File: src/rtc_map.vh
// register map, field positions, reset values and link constants for the rtc serial slave
`ifndef RTC_MAP_VH
`define RTC_MAP_VH
`define RTC_SLAVE_ADDR 7'h68
`define RTC_OFS_CONTROL 8'h0e
`define RTC_OFS_FLAGS 8'h0f
`define RTC_OFS_CHARGE 8'h10
`define RTC_FLAG_OSC_BIT 7
`define RTC_FLAG_A2_BIT 1
`define RTC_FLAG_A1_BIT 0
`define RTC_FLAGS_RESET 8'h80
`define RTC_CHARGE_RESET 8'h00
`define RTC_CONTROL_RESET 8'h18
`define RTC_CTL_OSC_BIT 7
`define RTC_CTL_INTSEL_BIT 2
`define RTC_CTL_ALARM_TWO_IRQ_ENABLE_BIT 1
`define RTC_CTL_ALARM_ONE_IRQ_ENABLE_BIT 0
`define RTC_CHARGE_KEY 4'ha
`define RTC_KEY_HI 7
`define RTC_KEY_LO 4
`define RTC_DIODE_HI 3
`define RTC_DIODE_LO 2
`define RTC_RES_HI 1
`define RTC_RES_LO 0
`define RTC_DIODE_NONE 2'b01
`define RTC_DIODE_ONE 2'b10
`define RTC_RES_250 2'b01
`define RTC_RES_2K 2'b10
`define RTC_RES_4K 2'b11
`endif

File: src/rtc_serial_slave.v
// two-wire serial slave of the rtc with flag and charge registers
// Contract
// - oscillator stop, first power-up or software stop sets status bit 7.
// - bit 7 clears only on a written 0; writing 1 does nothing.
// - alarm-2 match sets bit 1; pin asserts if enable and select are 1.
// - alarm-1 match sets bit 0; pin asserts if enable and select are 1.
// - alarm flags clear only on written 0; written 1 leaves them unchanged.
// - charger enabled only when key field bits 7..4 equal 1010.
// - diode field 01 no diode, 10 one diode; 00 and 11 disable.
// - resistor field 01 250 ohm, 10 2k, 11 4k; 00 disables.
// - charge register holds zero after power-up, path disabled.
// - transfers begin only from idle bus, both lines high.
// - data change while clock high is a control condition.
// - start is data falling while clock high.
// - stop is data rising while clock high.
// - one clock pulse per bit; transmitter changes data with clock low.
// - bytes of eight bits followed by a ninth acknowledge bit.
// - acknowledger holds data low over the whole acknowledge high phase.
// - on master not-acknowledge the device releases data for stop.
// - all bytes shift most significant bit first.
// - transfer ends with stop or repeated start.
// - works at 100 kHz and 400 kHz link clock.
// - unlimited byte count per transfer, master decides.
// - write: first byte is address, device acknowledges every byte.
// - respond only to address 1101000 plus direction bit.
// - pointer loads from first written byte, advances after each data byte.
`timescale 1ns/1ps
`include "rtc_map.vh"
module rtc_serial_slave (
    input wire i_ref_clk,
    input wire i_rst_n,
    input wire i_scl,
    input wire i_sda,
    output wire o_sda,
    output reg o_sda_oe,
    input wire i_osc_stop_evt,
    input wire i_alarm_one_evt,
    input wire i_alarm_two_evt,
    output wire o_wave_irq_pin,
    output wire o_osc_run,
    output wire [1:0] o_wave_rate,
    output reg o_charge_enable,
    output reg o_charge_diode,
    output reg [1:0] o_charge_res,
    output wire o_busy
);
    // ==========================================================
    // line sampling
    // 10 ns sampling leaves many samples per phase at 400 kHz
    wire scl_s;
    wire sda_s;
    reg scl_d_reg;
    reg sda_d_reg;
    rtc_sync2 #(.RESET_VAL(1'b1)) u_scl_sync (
        .i_ref_clk(i_ref_clk),
        .i_rst_n(i_rst_n),
        .i_async(i_scl),
        .o_sync(scl_s)
    );
    rtc_sync2 #(.RESET_VAL(1'b1)) u_sda_sync (
        .i_ref_clk(i_ref_clk),
        .i_rst_n(i_rst_n),
        .i_async(i_sda),
        .o_sync(sda_s)
    );
    always @(posedge i_ref_clk or negedge i_rst_n) begin
        if (!i_rst_n) begin
            scl_d_reg <= 1'b1;
            sda_d_reg <= 1'b1;
        end else begin
            scl_d_reg <= scl_s;
            sda_d_reg <= sda_s;
        end
    end
    wire scl_rise = scl_s && !scl_d_reg;
    wire scl_fall = !scl_s && scl_d_reg;
    // data edges with clock high and steady are control conditions
    wire start_cond = scl_s && scl_d_reg && sda_d_reg && !sda_s;
    wire stop_cond = scl_s && scl_d_reg && !sda_d_reg && sda_s;

    // ==========================================================
    // protocol state machine
    // idle: waits for a start, ignores all clock pulses
    // addr: shifts the address byte, acknowledges only our address
    // addr_ack: holds the acknowledge, then turns the link around
    // wr: shifts data bytes; the first one loads the pointer
    // wr_ack: holds the acknowledge until the clock falls
    // rd: drives one bit per clock low phase
    // rd_ack: listens to the master's acknowledge bit
    // start and stop are checked ahead of the case, so either
    // one aborts any state; a cut frame never leaves the line held
    localparam ST_IDLE = 3'd0;
    localparam ST_ADDR = 3'd1;
    localparam ST_ADDR_ACK = 3'd2;
    localparam ST_WR = 3'd3;
    localparam ST_WR_ACK = 3'd4;
    localparam ST_RD = 3'd5;
    localparam ST_RD_ACK = 3'd6;

    reg [2:0] state_reg;
    reg [2:0] state_next;
    reg [7:0] shift_reg;
    reg [7:0] shift_next;
    reg [3:0] bit_cnt_reg;
    reg [3:0] bit_cnt_next;
    reg [7:0] ptr_reg;
    reg [7:0] ptr_next;
    reg ptr_loaded_reg;
    reg ptr_loaded_next;
    reg dir_read_reg;
    reg dir_read_next;
    reg sda_low_reg;
    reg sda_low_next;
    reg nack_seen_reg;
    reg nack_seen_next;
    reg wr_en;
    wire [7:0] rdata;
    wire [7:0] control;
    wire [7:0] flags;
    wire [7:0] charge;

    always @* begin
        state_next = state_reg;
        shift_next = shift_reg;
        bit_cnt_next = bit_cnt_reg;
        ptr_next = ptr_reg;
        ptr_loaded_next = ptr_loaded_reg;
        dir_read_next = dir_read_reg;
        sda_low_next = sda_low_reg;
        nack_seen_next = nack_seen_reg;
        wr_en = 1'b0;
        if (stop_cond) begin
            state_next = ST_IDLE;
            sda_low_next = 1'b0;
        end else if (start_cond) begin
            // start or repeated start reopens addressing
            state_next = ST_ADDR;
            bit_cnt_next = 4'd0;
            sda_low_next = 1'b0;
        end else begin
            case (state_reg)
                ST_IDLE: begin
                    sda_low_next = 1'b0;
                end
                ST_ADDR: begin
                    if (scl_rise) begin
                        shift_next = {shift_reg[6:0], sda_s};
                        bit_cnt_next = bit_cnt_reg + 4'd1;
                    end else if (scl_fall && bit_cnt_reg == 4'd8) begin
                        if (shift_reg[7:1] == `RTC_SLAVE_ADDR) begin
                            dir_read_next = shift_reg[0];
                            ptr_loaded_next = 1'b0;
                            sda_low_next = 1'b1;
                            state_next = ST_ADDR_ACK;
                        end else begin
                            state_next = ST_IDLE;
                        end
                    end
                end
                ST_ADDR_ACK: begin
                    // hold low until the acknowledge pulse falls
                    if (scl_fall) begin
                        bit_cnt_next = 4'd0;
                        if (dir_read_reg) begin
                            shift_next = {rdata[6:0], 1'b0};
                            sda_low_next = !rdata[7];
                            state_next = ST_RD;
                        end else begin
                            sda_low_next = 1'b0;
                            state_next = ST_WR;
                        end
                    end
                end
                ST_WR: begin
                    if (scl_rise) begin
                        shift_next = {shift_reg[6:0], sda_s};
                        bit_cnt_next = bit_cnt_reg + 4'd1;
                    end else if (scl_fall && bit_cnt_reg == 4'd8) begin
                        sda_low_next = 1'b1;
                        state_next = ST_WR_ACK;
                        if (!ptr_loaded_reg) begin
                            ptr_next = shift_reg;
                            ptr_loaded_next = 1'b1;
                        end else begin
                            wr_en = 1'b1;
                            ptr_next = ptr_reg + 8'd1;
                        end
                    end
                end
                ST_WR_ACK: begin
                    if (scl_fall) begin
                        sda_low_next = 1'b0;
                        bit_cnt_next = 4'd0;
                        state_next = ST_WR;
                    end
                end
                ST_RD: begin
                    // data bits change only after the clock falls
                    if (scl_fall) begin
                        bit_cnt_next = bit_cnt_reg + 4'd1;
                        if (bit_cnt_reg == 4'd7) begin
                            sda_low_next = 1'b0;
                            ptr_next = ptr_reg + 8'd1;
                            state_next = ST_RD_ACK;
                        end else begin
                            sda_low_next = !shift_reg[7];
                            shift_next = {shift_reg[6:0], 1'b0};
                        end
                    end
                end
                ST_RD_ACK: begin
                    if (scl_rise) begin
                        nack_seen_next = sda_s;
                    end else if (scl_fall) begin
                        if (nack_seen_reg) begin
                            sda_low_next = 1'b0;
                            state_next = ST_IDLE;
                        end else begin
                            bit_cnt_next = 4'd0;
                            shift_next = {rdata[6:0], 1'b0};
                            sda_low_next = !rdata[7];
                            state_next = ST_RD;
                        end
                    end
                end
                default: begin
                    state_next = ST_IDLE;
                    sda_low_next = 1'b0;
                end
            endcase
        end
    end

    always @(posedge i_ref_clk or negedge i_rst_n) begin
        if (!i_rst_n) begin
            state_reg <= ST_IDLE;
            shift_reg <= 8'h00;
            bit_cnt_reg <= 4'd0;
            ptr_reg <= 8'h00;
            ptr_loaded_reg <= 1'b0;
            dir_read_reg <= 1'b0;
            sda_low_reg <= 1'b0;
            nack_seen_reg <= 1'b0;
            o_sda_oe <= 1'b0;
        end else begin
            state_reg <= state_next;
            shift_reg <= shift_next;
            bit_cnt_reg <= bit_cnt_next;
            ptr_reg <= ptr_next;
            ptr_loaded_reg <= ptr_loaded_next;
            dir_read_reg <= dir_read_next;
            sda_low_reg <= sda_low_next;
            nack_seen_reg <= nack_seen_next;
            o_sda_oe <= sda_low_next;
        end
    end
    // open drain: only ever pulls low
    assign o_sda = 1'b0;
    assign o_busy = (state_reg != ST_IDLE);

    // ==========================================================
    // registers
    // the write address is the pointer before it advances
    // read data is registered, so it lags a pointer change by one
    // clock; the next read bit is not needed before the next clock
    // fall, many clocks later, so the lag costs nothing
    rtc_regfile u_regs (
        .i_ref_clk(i_ref_clk),
        .i_rst_n(i_rst_n),
        .i_wr_en(wr_en),
        .i_addr(ptr_reg),
        .i_wdata(shift_reg),
        .i_osc_stop_evt(i_osc_stop_evt),
        .i_alarm_one_evt(i_alarm_one_evt),
        .i_alarm_two_evt(i_alarm_two_evt),
        .o_rdata(rdata),
        .o_control(control),
        .o_flags(flags),
        .o_charge(charge)
    );

    // ==========================================================
    // outputs from registers
    // wave pin is active low while an enabled flag is set
    // with the select bit clear the pin stays released high here;
    // the square-wave generator is outside this block
    assign o_wave_irq_pin = !(control[`RTC_CTL_INTSEL_BIT] &&
        ((control[`RTC_CTL_ALARM_TWO_IRQ_ENABLE_BIT] && flags[`RTC_FLAG_A2_BIT]) ||
        (control[`RTC_CTL_ALARM_ONE_IRQ_ENABLE_BIT] && flags[`RTC_FLAG_A1_BIT])));
    assign o_osc_run = !control[`RTC_CTL_OSC_BIT];
    assign o_wave_rate = control[4:3];

    // the charge path only opens when key, diode and resistor fields
    // are all valid; the outputs are registered so a half-written
    // byte can never glitch the switch
    wire key_ok = (charge[`RTC_KEY_HI:`RTC_KEY_LO] == `RTC_CHARGE_KEY);
    wire [1:0] diode_pick_field = charge[`RTC_DIODE_HI:`RTC_DIODE_LO];
    wire [1:0] resistor_pick_field = charge[`RTC_RES_HI:`RTC_RES_LO];
    wire diode_ok = (diode_pick_field == `RTC_DIODE_NONE) ||
        (diode_pick_field == `RTC_DIODE_ONE);
    wire res_ok = (resistor_pick_field != 2'b00);
    always @(posedge i_ref_clk or negedge i_rst_n) begin
        if (!i_rst_n) begin
            o_charge_enable <= 1'b0;
            o_charge_diode <= 1'b0;
            o_charge_res <= 2'b00;
        end else begin
            o_charge_enable <= key_ok && diode_ok && res_ok;
            o_charge_diode <= (diode_pick_field == `RTC_DIODE_ONE);
            o_charge_res <= (key_ok && diode_ok) ? resistor_pick_field : 2'b00;
        end
    end
endmodule

File: src/rtc_sync2.v
// two-flop synchroniser for one asynchronous level
`timescale 1ns/1ps
module rtc_sync2 #(
    parameter RESET_VAL = 1'b1
) (
    input wire i_ref_clk,
    input wire i_rst_n,
    input wire i_async,
    output wire o_sync
);
    reg meta_reg;
    reg sync_reg;
    always @(posedge i_ref_clk or negedge i_rst_n) begin
        if (!i_rst_n) begin
            meta_reg <= RESET_VAL;
            sync_reg <= RESET_VAL;
        end else begin
            meta_reg <= i_async;
            sync_reg <= meta_reg;
        end
    end
    assign o_sync = sync_reg;
endmodule

File: src/rtc_regfile.v
// control, flag and charge registers with byte read port
`timescale 1ns/1ps
`include "rtc_map.vh"
module rtc_regfile (
    input wire i_ref_clk,
    input wire i_rst_n,
    input wire i_wr_en,
    input wire [7:0] i_addr,
    input wire [7:0] i_wdata,
    input wire i_osc_stop_evt,
    input wire i_alarm_one_evt,
    input wire i_alarm_two_evt,
    output reg [7:0] o_rdata,
    output wire [7:0] o_control,
    output wire [7:0] o_flags,
    output wire [7:0] o_charge
);
    reg [7:0] control_reg;
    reg osc_halted_flag_reg;
    reg alarm_one_flag_reg;
    reg alarm_two_flag_reg;
    reg [7:0] charge_reg;
    wire wr_flags;
    wire osc_off_write;
    assign wr_flags = i_wr_en && (i_addr == `RTC_OFS_FLAGS);
    // stopping the oscillator by software counts as a stop event
    assign osc_off_write = i_wr_en && (i_addr == `RTC_OFS_CONTROL) &&
        i_wdata[`RTC_CTL_OSC_BIT] && !control_reg[`RTC_CTL_OSC_BIT];
    // the halted flag starts set like a first power-up, the alarm flags clear; set wins over a clearing write
    always @(posedge i_ref_clk or negedge i_rst_n) begin
        if (!i_rst_n) begin
            control_reg <= `RTC_CONTROL_RESET;
            osc_halted_flag_reg <= 1'b1;
            alarm_one_flag_reg <= 1'b0;
            alarm_two_flag_reg <= 1'b0;
            charge_reg <= `RTC_CHARGE_RESET;
        end else begin
            if (i_wr_en && (i_addr == `RTC_OFS_CONTROL)) begin
                control_reg <= i_wdata & 8'hbf;
            end
            if (i_wr_en && (i_addr == `RTC_OFS_CHARGE)) begin
                charge_reg <= i_wdata;
            end
            if (i_osc_stop_evt || osc_off_write) begin
                osc_halted_flag_reg <= 1'b1;
            end else if (wr_flags && !i_wdata[`RTC_FLAG_OSC_BIT]) begin
                osc_halted_flag_reg <= 1'b0;
            end
            if (i_alarm_two_evt) begin
                alarm_two_flag_reg <= 1'b1;
            end else if (wr_flags && !i_wdata[`RTC_FLAG_A2_BIT]) begin
                alarm_two_flag_reg <= 1'b0;
            end
            if (i_alarm_one_evt) begin
                alarm_one_flag_reg <= 1'b1;
            end else if (wr_flags && !i_wdata[`RTC_FLAG_A1_BIT]) begin
                alarm_one_flag_reg <= 1'b0;
            end
        end
    end
    // bits 6..2 of the flag register are constant zero
    assign o_flags = {osc_halted_flag_reg, 5'b0_0000, alarm_two_flag_reg,
        alarm_one_flag_reg};
    assign o_control = control_reg;
    assign o_charge = charge_reg;
    always @(posedge i_ref_clk or negedge i_rst_n) begin
        if (!i_rst_n) begin
            o_rdata <= 8'h00;
        end else begin
            case (i_addr)
                `RTC_OFS_CONTROL: o_rdata <= control_reg;
                `RTC_OFS_FLAGS: o_rdata <= o_flags;
                `RTC_OFS_CHARGE: o_rdata <= charge_reg;
                default: o_rdata <= 8'h00;
            endcase
        end
    end
endmodule

File: config.mk
export PLATFORM = sky130hd
export DESIGN_NAME = rtc_serial_slave
export DESIGN_NICKNAME = d
export VERILOG_FILES = /design/src/rtc_serial_slave.v /design/src/rtc_sync2.v /design/src/rtc_regfile.v
export VERILOG_INCLUDE_DIRS = /design/src
export SDC_FILE = /design/constraint.sdc
export NUM_CORES = 1
export LEC_CHECK = 0
export ABC_AREA = 1
export BUFFER_PORTS_ARGS = -buffer_cell sky130_fd_sc_hd__buf_2
export CORE_MARGIN = 3
export CORE_UTILIZATION = 50
export CTS_CLUSTER_SIZE = 28
export DETAILED_ROUTE_END_ITERATION = 6
export GPL_TIMING_DRIVEN = 0
export HOLD_SLACK_MARGIN = 0.08
export PLACE_DENSITY = 0.69
export SLEW_MARGIN = 0
export SYNTH_ARGS = -nofsm -noshare
export SYNTH_HDL_FRONTEND = slang
export SYNTH_SLANG_ARGS = --single-unit
File: constraint.sdc
create_clock -name i_ref_clk -period 1.8 [get_ports i_ref_clk]
set_input_delay 0.09 -clock i_ref_clk [delete_from_list [all_inputs] [get_ports i_ref_clk]]
set_output_delay 0.09 -clock i_ref_clk [all_outputs]
set_load 0.02 [all_outputs]
# After elaboration in Yosys (flattened, before gate mapping)
# Cells that the tools add are included.
# word_totals
output_inout_bits,11
register_bits,63
# op_classes
add_sub_neg,2
mux,73
n_eq_ne,47
n_reduce_logical,54
bitwise_logic,3
# ops
operator,count
8-bit 2-to-1 mux,13
"4-bit inequality test, second input constant",11
3-bit 2-to-1 mux,14
8-bit case mux with 4 select lines,1
1-bit 2-to-1 mux,30
4-bit 2-to-1 mux,7
"2-bit inequality test, second input constant",13
8-bit case mux with 3 select lines,1
11-bit AND reduction,2
1-bit logical AND,21
3-bit case mux with 7 select lines,1
"8-bit by 4-bit == test with 1-bit output, second input constant",2
4-bit case mux with 4 select lines,1
8-bit case mux with 2 select lines,1
8-bit AND reduction,2
"3-bit inequality test, second input constant",5
2-bit nonzero test,6
1-bit logical NOT,10
10-bit AND reduction,1
"3-bit == test, second input constant",3
"8-bit by 1-bit adder with 8-bit output, second input constant",1
"4-bit == test, second input constant",2
"8-bit by 5-bit == test with 1-bit output, second input constant",1
"7-bit == test, second input constant",1
21 further kinds,29

# Logic depth before layout (Yosys ltp)
# Gate-level depths: netlist of the first run.
# depth
ltp_word,13
depth_mapped,12
depth_no_buf,11

# Modules after synthesis
# From an unflattened synthesis of the first run, not the netlist that was laid out.
# hier_totals
cells_unflattened,484
area_unflattened_um2,3793.6
# modules_own_cells
mod,seq_area_each_um2,instances,cells_per_inst,area_per_inst_um2
rtc_serial_slave,828.3,1,339,2413.6
rtc_regfile,654.4,1,141,1275.0
rtc_sync2,52.6,2,2,52.6

# Least setup slack after synthesis of the first run
# OpenSTA, ideal clock, no wires.
# synth_timing
path_kind,register to register
startpoint,reg scl_d_reg
endpoint,reg u_regs.charge_reg[5] (netlist: u_regs.o_charge[5])
t_required_ns,1.680
slack_ns,0.256
arrival_time_ns,1.424
path_stages_with_launch,9
setup_ns,0.120
synth_period_minus_slack_ns,1.544
n_path_buf,1
path_cell_list,dfstp_2 -> inv_1 -> nor2_2 -> nand3_2 -> nor3_4 -> nand2_2 -> buf_6 -> nand2_1 -> o21ai_2
# synth_between
elab_chain_cells,8
word_cells_on_any_way,15
classes_between,5 x mux; 10 x reduce/logical
# synth_lines
item,line_no,source
from (decl),rtc_serial_slave.v:52,reg scl_d_reg;
from (signal assigned),rtc_serial_slave.v:71,scl_d_reg <= scl_s;
1-bit logical AND,rtc_serial_slave.v:76,wire scl_fall = !scl_s && scl_d_reg;
1-bit logical AND,rtc_serial_slave.v:178,end else if (scl_fall && bit_cnt_reg == 4'd8) begin
1-bit 2-to-1 mux,rtc_serial_slave.v:178,
1-bit 2-to-1 mux,rtc_serial_slave.v:175,if (scl_rise) begin
1-bit 2-to-1 mux,rtc_serial_slave.v:141,case (state_reg)
1-bit 2-to-1 mux,rtc_serial_slave.v:135,end else if (start_cond) begin
1-bit 2-to-1 mux *,rtc_serial_slave.v:132,if (stop_cond) begin
1-bit logical AND *,rtc_regfile.v:41,if (i_wr_en && (i_addr == `RTC_OFS_CHARGE)) begin
to (signal assigned),rtc_regfile.v:36,charge_reg <= `RTC_CHARGE_RESET;
to (signal assigned),rtc_regfile.v:42,charge_reg <= i_wdata;
to (decl),rtc_regfile.v:22,reg [7:0] charge_reg;
# Every way passes the cells marked *; elsewhere a longest branch is shown, timed or not.
# A chain may end at the register's enable or synchronous reset.

# Final worst setup path of the first run
# layout_timing
startpoint,reg scl_d_reg
endpoint,reg u_regs.control_reg[5] (netlist: u_regs.o_control[5])
# layout_between
elab_chain_cells,8
word_cells_on_any_way,15
classes_between,5 x mux; 10 x reduce/logical
# layout_lines
item,line_no,source
1-bit logical AND,rtc_serial_slave.v:76,
1-bit logical AND,rtc_serial_slave.v:178,
1-bit 2-to-1 mux,rtc_serial_slave.v:178,
1-bit 2-to-1 mux,rtc_serial_slave.v:175,
1-bit 2-to-1 mux,rtc_serial_slave.v:141,
1-bit 2-to-1 mux,rtc_serial_slave.v:135,
1-bit 2-to-1 mux *,rtc_serial_slave.v:132,
1-bit logical AND *,rtc_regfile.v:38,if (i_wr_en && (i_addr == `RTC_OFS_CONTROL)) begin
to (signal assigned),rtc_regfile.v:32,control_reg <= `RTC_CONTROL_RESET;
to (signal assigned),rtc_regfile.v:39,control_reg <= i_wdata & 8'hbf;
to (decl),rtc_regfile.v:18,reg [7:0] control_reg;
# Marks and branches as above.

==> results of run 1 <==
[Yosys cell counts, types with 2 or more instances]
master    number  share of area
inv_1         51          0.054
buf_4          4         0.0085
o21ai_0       35          0.049
a21oi_1        6         0.0085
buf_6          4          0.013
o211ai_1       3         0.0063
nand2_4        2         0.0063
nor3_1         5         0.0071
nor2_1        50          0.053
nor2_2         2         0.0035
nand2_1      140           0.15
nand2_2        4         0.0071
nand3b_1       3         0.0063
nand3_2        3         0.0085
inv_2          2         0.0021
ha_1           6          0.021
a22o_1         2         0.0049
nand4_1        5         0.0088
dfstp_2        9          0.067
nor2_4         3         0.0095
xnor2_1        2         0.0049
dfrtp_1       54           0.38
nand3_1       38          0.054
nor3_4         2         0.0092
buf_2          2         0.0028
xor2_1         2         0.0049
o21ai_2       14          0.035
[logic make-up after synthesis]
group           count (synthesis)
simple gates                  260
flops                          63
compound gates                 61
other cells                     1
fa+ha+maj                       6
buf+inv                        65
xor+xnor                        4
[critical path, stage by stage, from the launching register on]
cell,delay [ps]
dfstp_2,580
inv_1,80
nor2_4,110
nand3_4,130
nor3_4,280
nand2_2,130
buf_6,170
nand2_1,80
o21ai_2,50
[layout make-up]
| class | count | area [µm²] |
|---|---|---|
| multi-input cells | 332 | 1720 |
| clock inverters | 7 | 120 |
| repair buffers | 34 | 245 |
| inverters | 54 | 208 |
| fillers | 630 | 2620 |
| well taps | 96 | 120 |
| plain buffers | 11 | 88.8 |
| flip-flops and latches | 63 | 1590 |
| clock buffers | 9 | 124 |
[layer usage]
layer,up-vias,share of wire,track usage
li1,1554,-,-
met1,1480,0.46,0.304
met2,91,0.48,0.339
met3,15,0.051,0.0418
met4,0,0.016,0.0638
met5,-,0,0
[power by group through the flow]
stage	logic, mW	registers, mW	clock network (mW)
5_1_grt	0.469	1.53	1.62
4_1_cts	0.373	1.52	1.56
2_1_floorplan	0.259	1.54	0
3_3_place_gp	0.345	1.55	0
3_5_place_dp	0.356	1.55	0
6_report	0.419	1.52	1.53
[per-stage QoR]
step                      total power [mW]  hold WS [ps]
after global routing                  3.62           365
after CTS                             3.45           363
after floorplan                       1.80          -206
after detailed placement              1.91           197
after global placement                1.89           196
final                                 3.48           349
[worst max path at each step]
| stage | start | endpoint | slack [ps] |
|---|---|---|---|
| floorplan | scl_d_reg$_DFF_PN1_ | u_regs.o_charge[5]$_DFFE_PN0P_ | 260 |
| global placement | bit_cnt_reg[0]$_DFFE_PN0P_ | u_regs.o_charge[5]$_DFFE_PN0P_ | -90 |
| detailed placement | bit_cnt_reg[0]$_DFFE_PN0P_ | u_regs.o_charge[5]$_DFFE_PN0P_ | -110 |
| CTS | bit_cnt_reg[0]$_DFFE_PN0P_ | u_regs.o_control[5]$_DFFE_PN0P_ | 2 |
| global route | bit_cnt_reg[1]$_DFFE_PN0P_ | u_regs.o_charge[6]$_DFFE_PN0P_ | -20 |
| finish | scl_d_reg$_DFF_PN1_ | u_regs.o_control[5]$_DFFE_PN0P_ | 90 |
[what timing repair did]
item	4_1_cts	5_1_grt
resized for setup	1	16
endpoints found under the setup margin	22	35
buffers inserted	6	6
hold buffers	6	0
hold endpoints to repair	59	0
pin swaps	4	6
==> results.json, run 1 <==
{
  "synth_simple_gate_area_frac": 0.332,
  "netlist_instances": 460,
  "finalNonFillerCells": 606,
  "grt_max_degree": 64,
  "crit_path_end_kind": "register",
  "layout.cell_area.non_filler_um2": 4210,
  "syn-num-nets": 473,
  "leading_cell_type_in_the_layout_fill_and_taps_excluded": "nand2_1",
  "synthXorXnorAreaFrac": 0.00988,
  "dpl.cell_count": 572,
  "clkTransAtPathRegs_ps": 80,
  "worst_ep_arrival_time_ps": 1950,
  "net_switching_power_figure_mw": 0.923,
  "areaGrowthSynthToFinish_pct": 18.8,
  "postRouteAntennaNets": 0,
  "fraction_of_final_layout_cells_with_drive_strength_greater_than_1": 0.214,
  "maxSlewViolCount": 0,
  "tritoncts": "yes",
  "post_synth_num_cell_types": 34,
  "antenna_cell_count": 0,
  "dpl_worst_slack_ps": -105,
  "die_y_um": 90.2,
  "count_of_flip_flops_with_a_built_in_enable_after_synthesis": 0,
  "area_fraction_in_compound_gates_after_synthesis": 0.105,
  "finalCoreUtilization": 0.617,
  "die_extent_in_x_um": 90.2,
  "synth-adder-area-share": 0.0212,
  "synth_mux_area_frac": 0,
  "postSynth.asyncResetShare": 1.00,
  "ctsLongestPathBuffers": 2,
  "max_freq_mhz": 583,
  "pin_count": 18,
  "p_int_mw": 2.55,
  "critical_path.reg2reg.endpoint": "u_regs.o_control[5]$_DFFE_PN0P_",
  "power.share.switching": 0.265,
  "worstSetupStartpointType": "register",
  "total_die_area_um2": 8140,
  "cts_root_buffer": "clkbuf_8",
  "static-leakage-power_nw": 1.98,
  "final_cell_mix": "nand2_1 (137), dfrtp_1 (54), inv_1 (49)",
  "critical_path_class": "reg2reg",
  "synth.yosys.seq_area_share": 0.448,
  "worstPathRequired_ps": 2030,
  "main_combinational_cell_family_by_area_after_synthesis": "simple AND/OR/NAND/NOR gates",
  "power.share.combinational": 0.121,
  "route.vias.total": 3140,
  "initial_core_util": 0.519,
  "pwr-share-clk": 0.441,
  "skew_ps": 7.29,
  "worstRegToRegCells": 8,
  "maxCapViolations": 0,
  "ff2ff_setup_slack_ps": 90,
  "grt_usage": 0.216,
  "synth.ff_latch_count": 63,
  "critical_path_peak_fanout": 10,
  "setup_total_negative_slack_ps": 0,
  "ys.warnings.count": 0,
  "pwr_density_cell_nw_per_um2": 825,
  "maxSlewHeadroom": 0.481,
  "worstReg2RegStart": "scl_d_reg$_DFF_PN1_",
  "first_global_vias": 2905,
  "tightest_slew_ps": 778,
  "grt_antenna_before_repair": 0,
  "port_buffers": 16,
  "avgViaCountPerCell": 5.18,
  "cts_max_level": 3,
  "first_iter_violations": 282,
  "status": "complete, no violations",
  "peakVddDrop_mv": 0.922,
  "rows": 30,
  "design.final.nets": 518,
  "clock_sink_count": 63,
  "synthesis.area_per_instance_um2": 7.71,
  "finalCriticalPeriod_ps": 1710,
  "power.share.sequential": 0.438,
  "dr.pass1.iters": 5,
  "cts_made_buffers": 9,
  "overflow": 0,
  "report.final.hold_viol_count": 0,
  "setup_viol": 0,
  "worst_skew_pair.late_latency_ps": 350,
  "rsz0062_at_grt": "yes",
  "first_pass_grt_wire_length_um": 14200,
  "core_area_um2": 6830,
  "dp_hpwl_um": 5900,
  "route.detailed.drc": 0,
  "finalWorstSetupSlack_ps": 85.6,
  "wirelength_um": 8360,
  "routedWlPerCell_um": 13.8,
  "syn_area_um2": 3550,
  "place_area_um2": 3750,
  "hold_path_class": "in2async",
  "period_share": 0.952,
  "place_congestion": 0.894,
  "postSynth.topFlopCell": "dfrtp_1"
}
Note: power is estimated with default switching activity, not from simulation.
==> run 2, diff against run 1 <==
Settings changed: REMOVE_ABC_BUFFERS from default to 1, SETUP_SLACK_MARGIN from default to 0.3.
==> run 2 against run 1 <==
  * Core utilization rose by 9.1 points
  * Register-to-register slack improved by 20 ps
  * Flip-flop and latch count unchanged
  * Combinational power rose by 37%
  * Die area unchanged
  * Fmax increased by 1.2%
  * Critical path depth rose by 3
  * First-iteration DRC count decreased by 8.9%
  * Sequential share of layout area fell by 4.8 points
  * Setup slack better by 20 ps
  * Via count rose by 7.7%
  * Routed wire length grew 12%
  * Largest power group is now registers
==> results.json, run 2 (same netlist as run 1, synthesis figures left out) <==
{
  "status": "complete, no violations",
  "overflow": 0,
  "antenna_cell_count": 0,
  "cpLargestDelayFamily": "buffers and inverters",
  "dr.pass1.iters": 5,
  "static-leakage-power_nw": 2.14,
  "clock_sink_count": 63,
  "leading_cell_type_in_the_layout_fill_and_taps_excluded": "nand2_1",
  "wirelength_um": 9390,
  "period_share": 0.941,
  "whs_ps": 340,
  "final_cell_mix": "nand2_1 (101), dfrtp_1 (51), inv_1 (38)",
  "route.detailed.drc": 0,
  "worstPathRequired_ps": 2070,
  "maxSlewViolCount": 0,
  "avgViaCountPerCell": 5.40,
  "grt_usage": 0.215,
  "report.final.hold_viol_count": 0,
  "grt_max_degree": 64,
  "cpMaxStageDelayCell": "dfrtp_2",
  "routedWlPerCell_um": 15.0,
  "maxCapViolations": 0,
  "critical_path_peak_fanout": 8,
  "maxSlewHeadroom": 0.467,
  "cts_root_buffer": "clkbuf_8",
  "worst_skew_pair.late_latency_ps": 350,
  "cts_made_buffers": 9,
  "fraction_of_final_layout_cells_with_drive_strength_greater_than_1": 0.392,
  "finalCriticalPeriod_ps": 1690,
  "design.final.nets": 538,
  "setup_viol": 0,
  "pwr_density_cell_nw_per_um2": 697,
  "first_global_vias": 2994,
  "first_pass_grt_wire_length_um": 14100,
  "dp_hpwl_um": 5420,
  "tightest_slew_ps": 800,
  "core_area_um2": 6830,
  "crit_path_cell_trace": "clkinv_4, nand2_8, inv_4, nand2_4, nor3_4, buf_6, buf_8, buf_6, nand3_2, nand2_1, nand3b_1",
  "route.vias.total": 3383,
  "die_extent_in_x_um": 90.2,
  "worst_ep_arrival_time_ps": 1960,
  "max_freq_mhz": 590,
  "critical_path_class": "reg2reg",
  "pin_count": 18,
  "cp_common_cell": "buf_6",
  "total_die_area_um2": 8140,
  "peakVddDrop_mv": 0.652,
  "ctsLongestPathBuffers": 2,
  "cp_slowest_stage_delay_ps": 500,
  "die_y_um": 90.2,
  "finalWorstSetupSlack_ps": 106,
  "skew_ps": 12.6,
  "crit_path_end_kind": "register",
  "dpl_worst_slack_ps": -498,
  "postRouteAntennaNets": 0,
  "cts_max_level": 3,
  "areaGrowthSynthToFinish_pct": 36.3,
  "worstSetupStartpointType": "register",
  "rows": 30,
  "initial_core_util": 0.519,
  "grt_antenna_before_repair": 0,
  "place_congestion": 0.928,
  "first_iter_violations": 257,
  "clkTransAtPathRegs_ps": 80,
  "worst_path_buffer_plus_inverter_count": 5,
  "tritoncts": "yes",
  "rsz0062_at_grt": "yes",
  "hold_path_class": "in2async",
  "port_buffers": 16
}
-- run 2: cell count changes in the layout (fill, tap and decap cells not counted), moves of 12 or more --
| cell | change |
|---|---|
| nand2_1 | -36 |
| nand2_2 | +18 |
| nand2_4 | +13 |
| nand3_1 | -13 |
| nand3_2 | +12 |
| o21ai_0 | -13 |
-- run 2: power breakdown --
| group | leakage [nW] | switching [mW] | internal, mW |
|---|---|---|---|
| sequential | 0.829 | 0.0565 | 1.47 |
| clock | 0.0956 | 0.626 | 0.641 |
| combinational | 1.22 | 0.336 | 0.236 |
-- run 2: metal layers --
layer | wire length [µm] | up-vias | global-route usage | share of wire
li1 | - | 1609 | - | -
met4 | 275 | 0 | 0.0714 | 0.029
met1 | 4050 | 1619 | 0.299 | 0.43
met5 | 0 | - | 0 | 0
met3 | 481 | 31 | 0.0427 | 0.051
met2 | 4590 | 124 | 0.337 | 0.49
-- run 2: what timing repair did --
item                                    4_1_cts  5_1_grt
resized for setup                            89       73
hold buffers                                  6        0
endpoints found under the setup margin       45       52
endpoints found under the hold margin        59        0
cloned                                        0        2
buffers inserted                             26       15
pin swaps                                    35       28
-- run 2: stage by stage --
step	cell area [µm²]	instances	power [mW]	util	setup TNS, ps
2_1_floorplan	3460	449	1.79	-	-501
3_3_place_gp	3660	561	1.88	0.536	-7480
3_5_place_dp	3660	561	1.90	0.536	-8240
4_1_cts	4390	609	3.29	0.643	0
5_1_grt	4840	626	3.51	0.708	0
6_report	4840	626	3.37	0.708	0
-- run 2: final cells by class --
type	count	area, µm²
Multi-Input combinational cell	334	2150
Inverter	54	218
Fill cell	489	2000
Clock inverter	7	72.6
Tap cell	96	120
Sequential cell	63	1590
Clock buffer	9	124
Timing Repair Buffer	63	561
-- run 2: worst paths after layout --
kind / startpoint / end / slack, ps / cells past startpoint
setup / recovery: state_reg[2]$_DFFE_PN0P_ / u_regs.osc_halted_flag_reg$_DFFE_PN1P_ / 110 / 11
hold / removal: i_rst_n / state_reg[1]$_DFFE_PN0P_ / 340 / 2
setup reg to reg: state_reg[2]$_DFFE_PN0P_ / u_regs.osc_halted_flag_reg$_DFFE_PN1P_ / 110 / 11
hold reg to reg: u_scl_sync.meta_reg$_DFF_PN1_ / u_scl_sync.o_sync$_DFF_PN1_ / 360 / 0
max in group asynchronous: i_rst_n / shift_reg[5]$_DFFE_PN0P_ / 890 / 2
min in group i_ref_clk: u_scl_sync.meta_reg$_DFF_PN1_ / u_scl_sync.o_sync$_DFF_PN1_ / 360 / 0
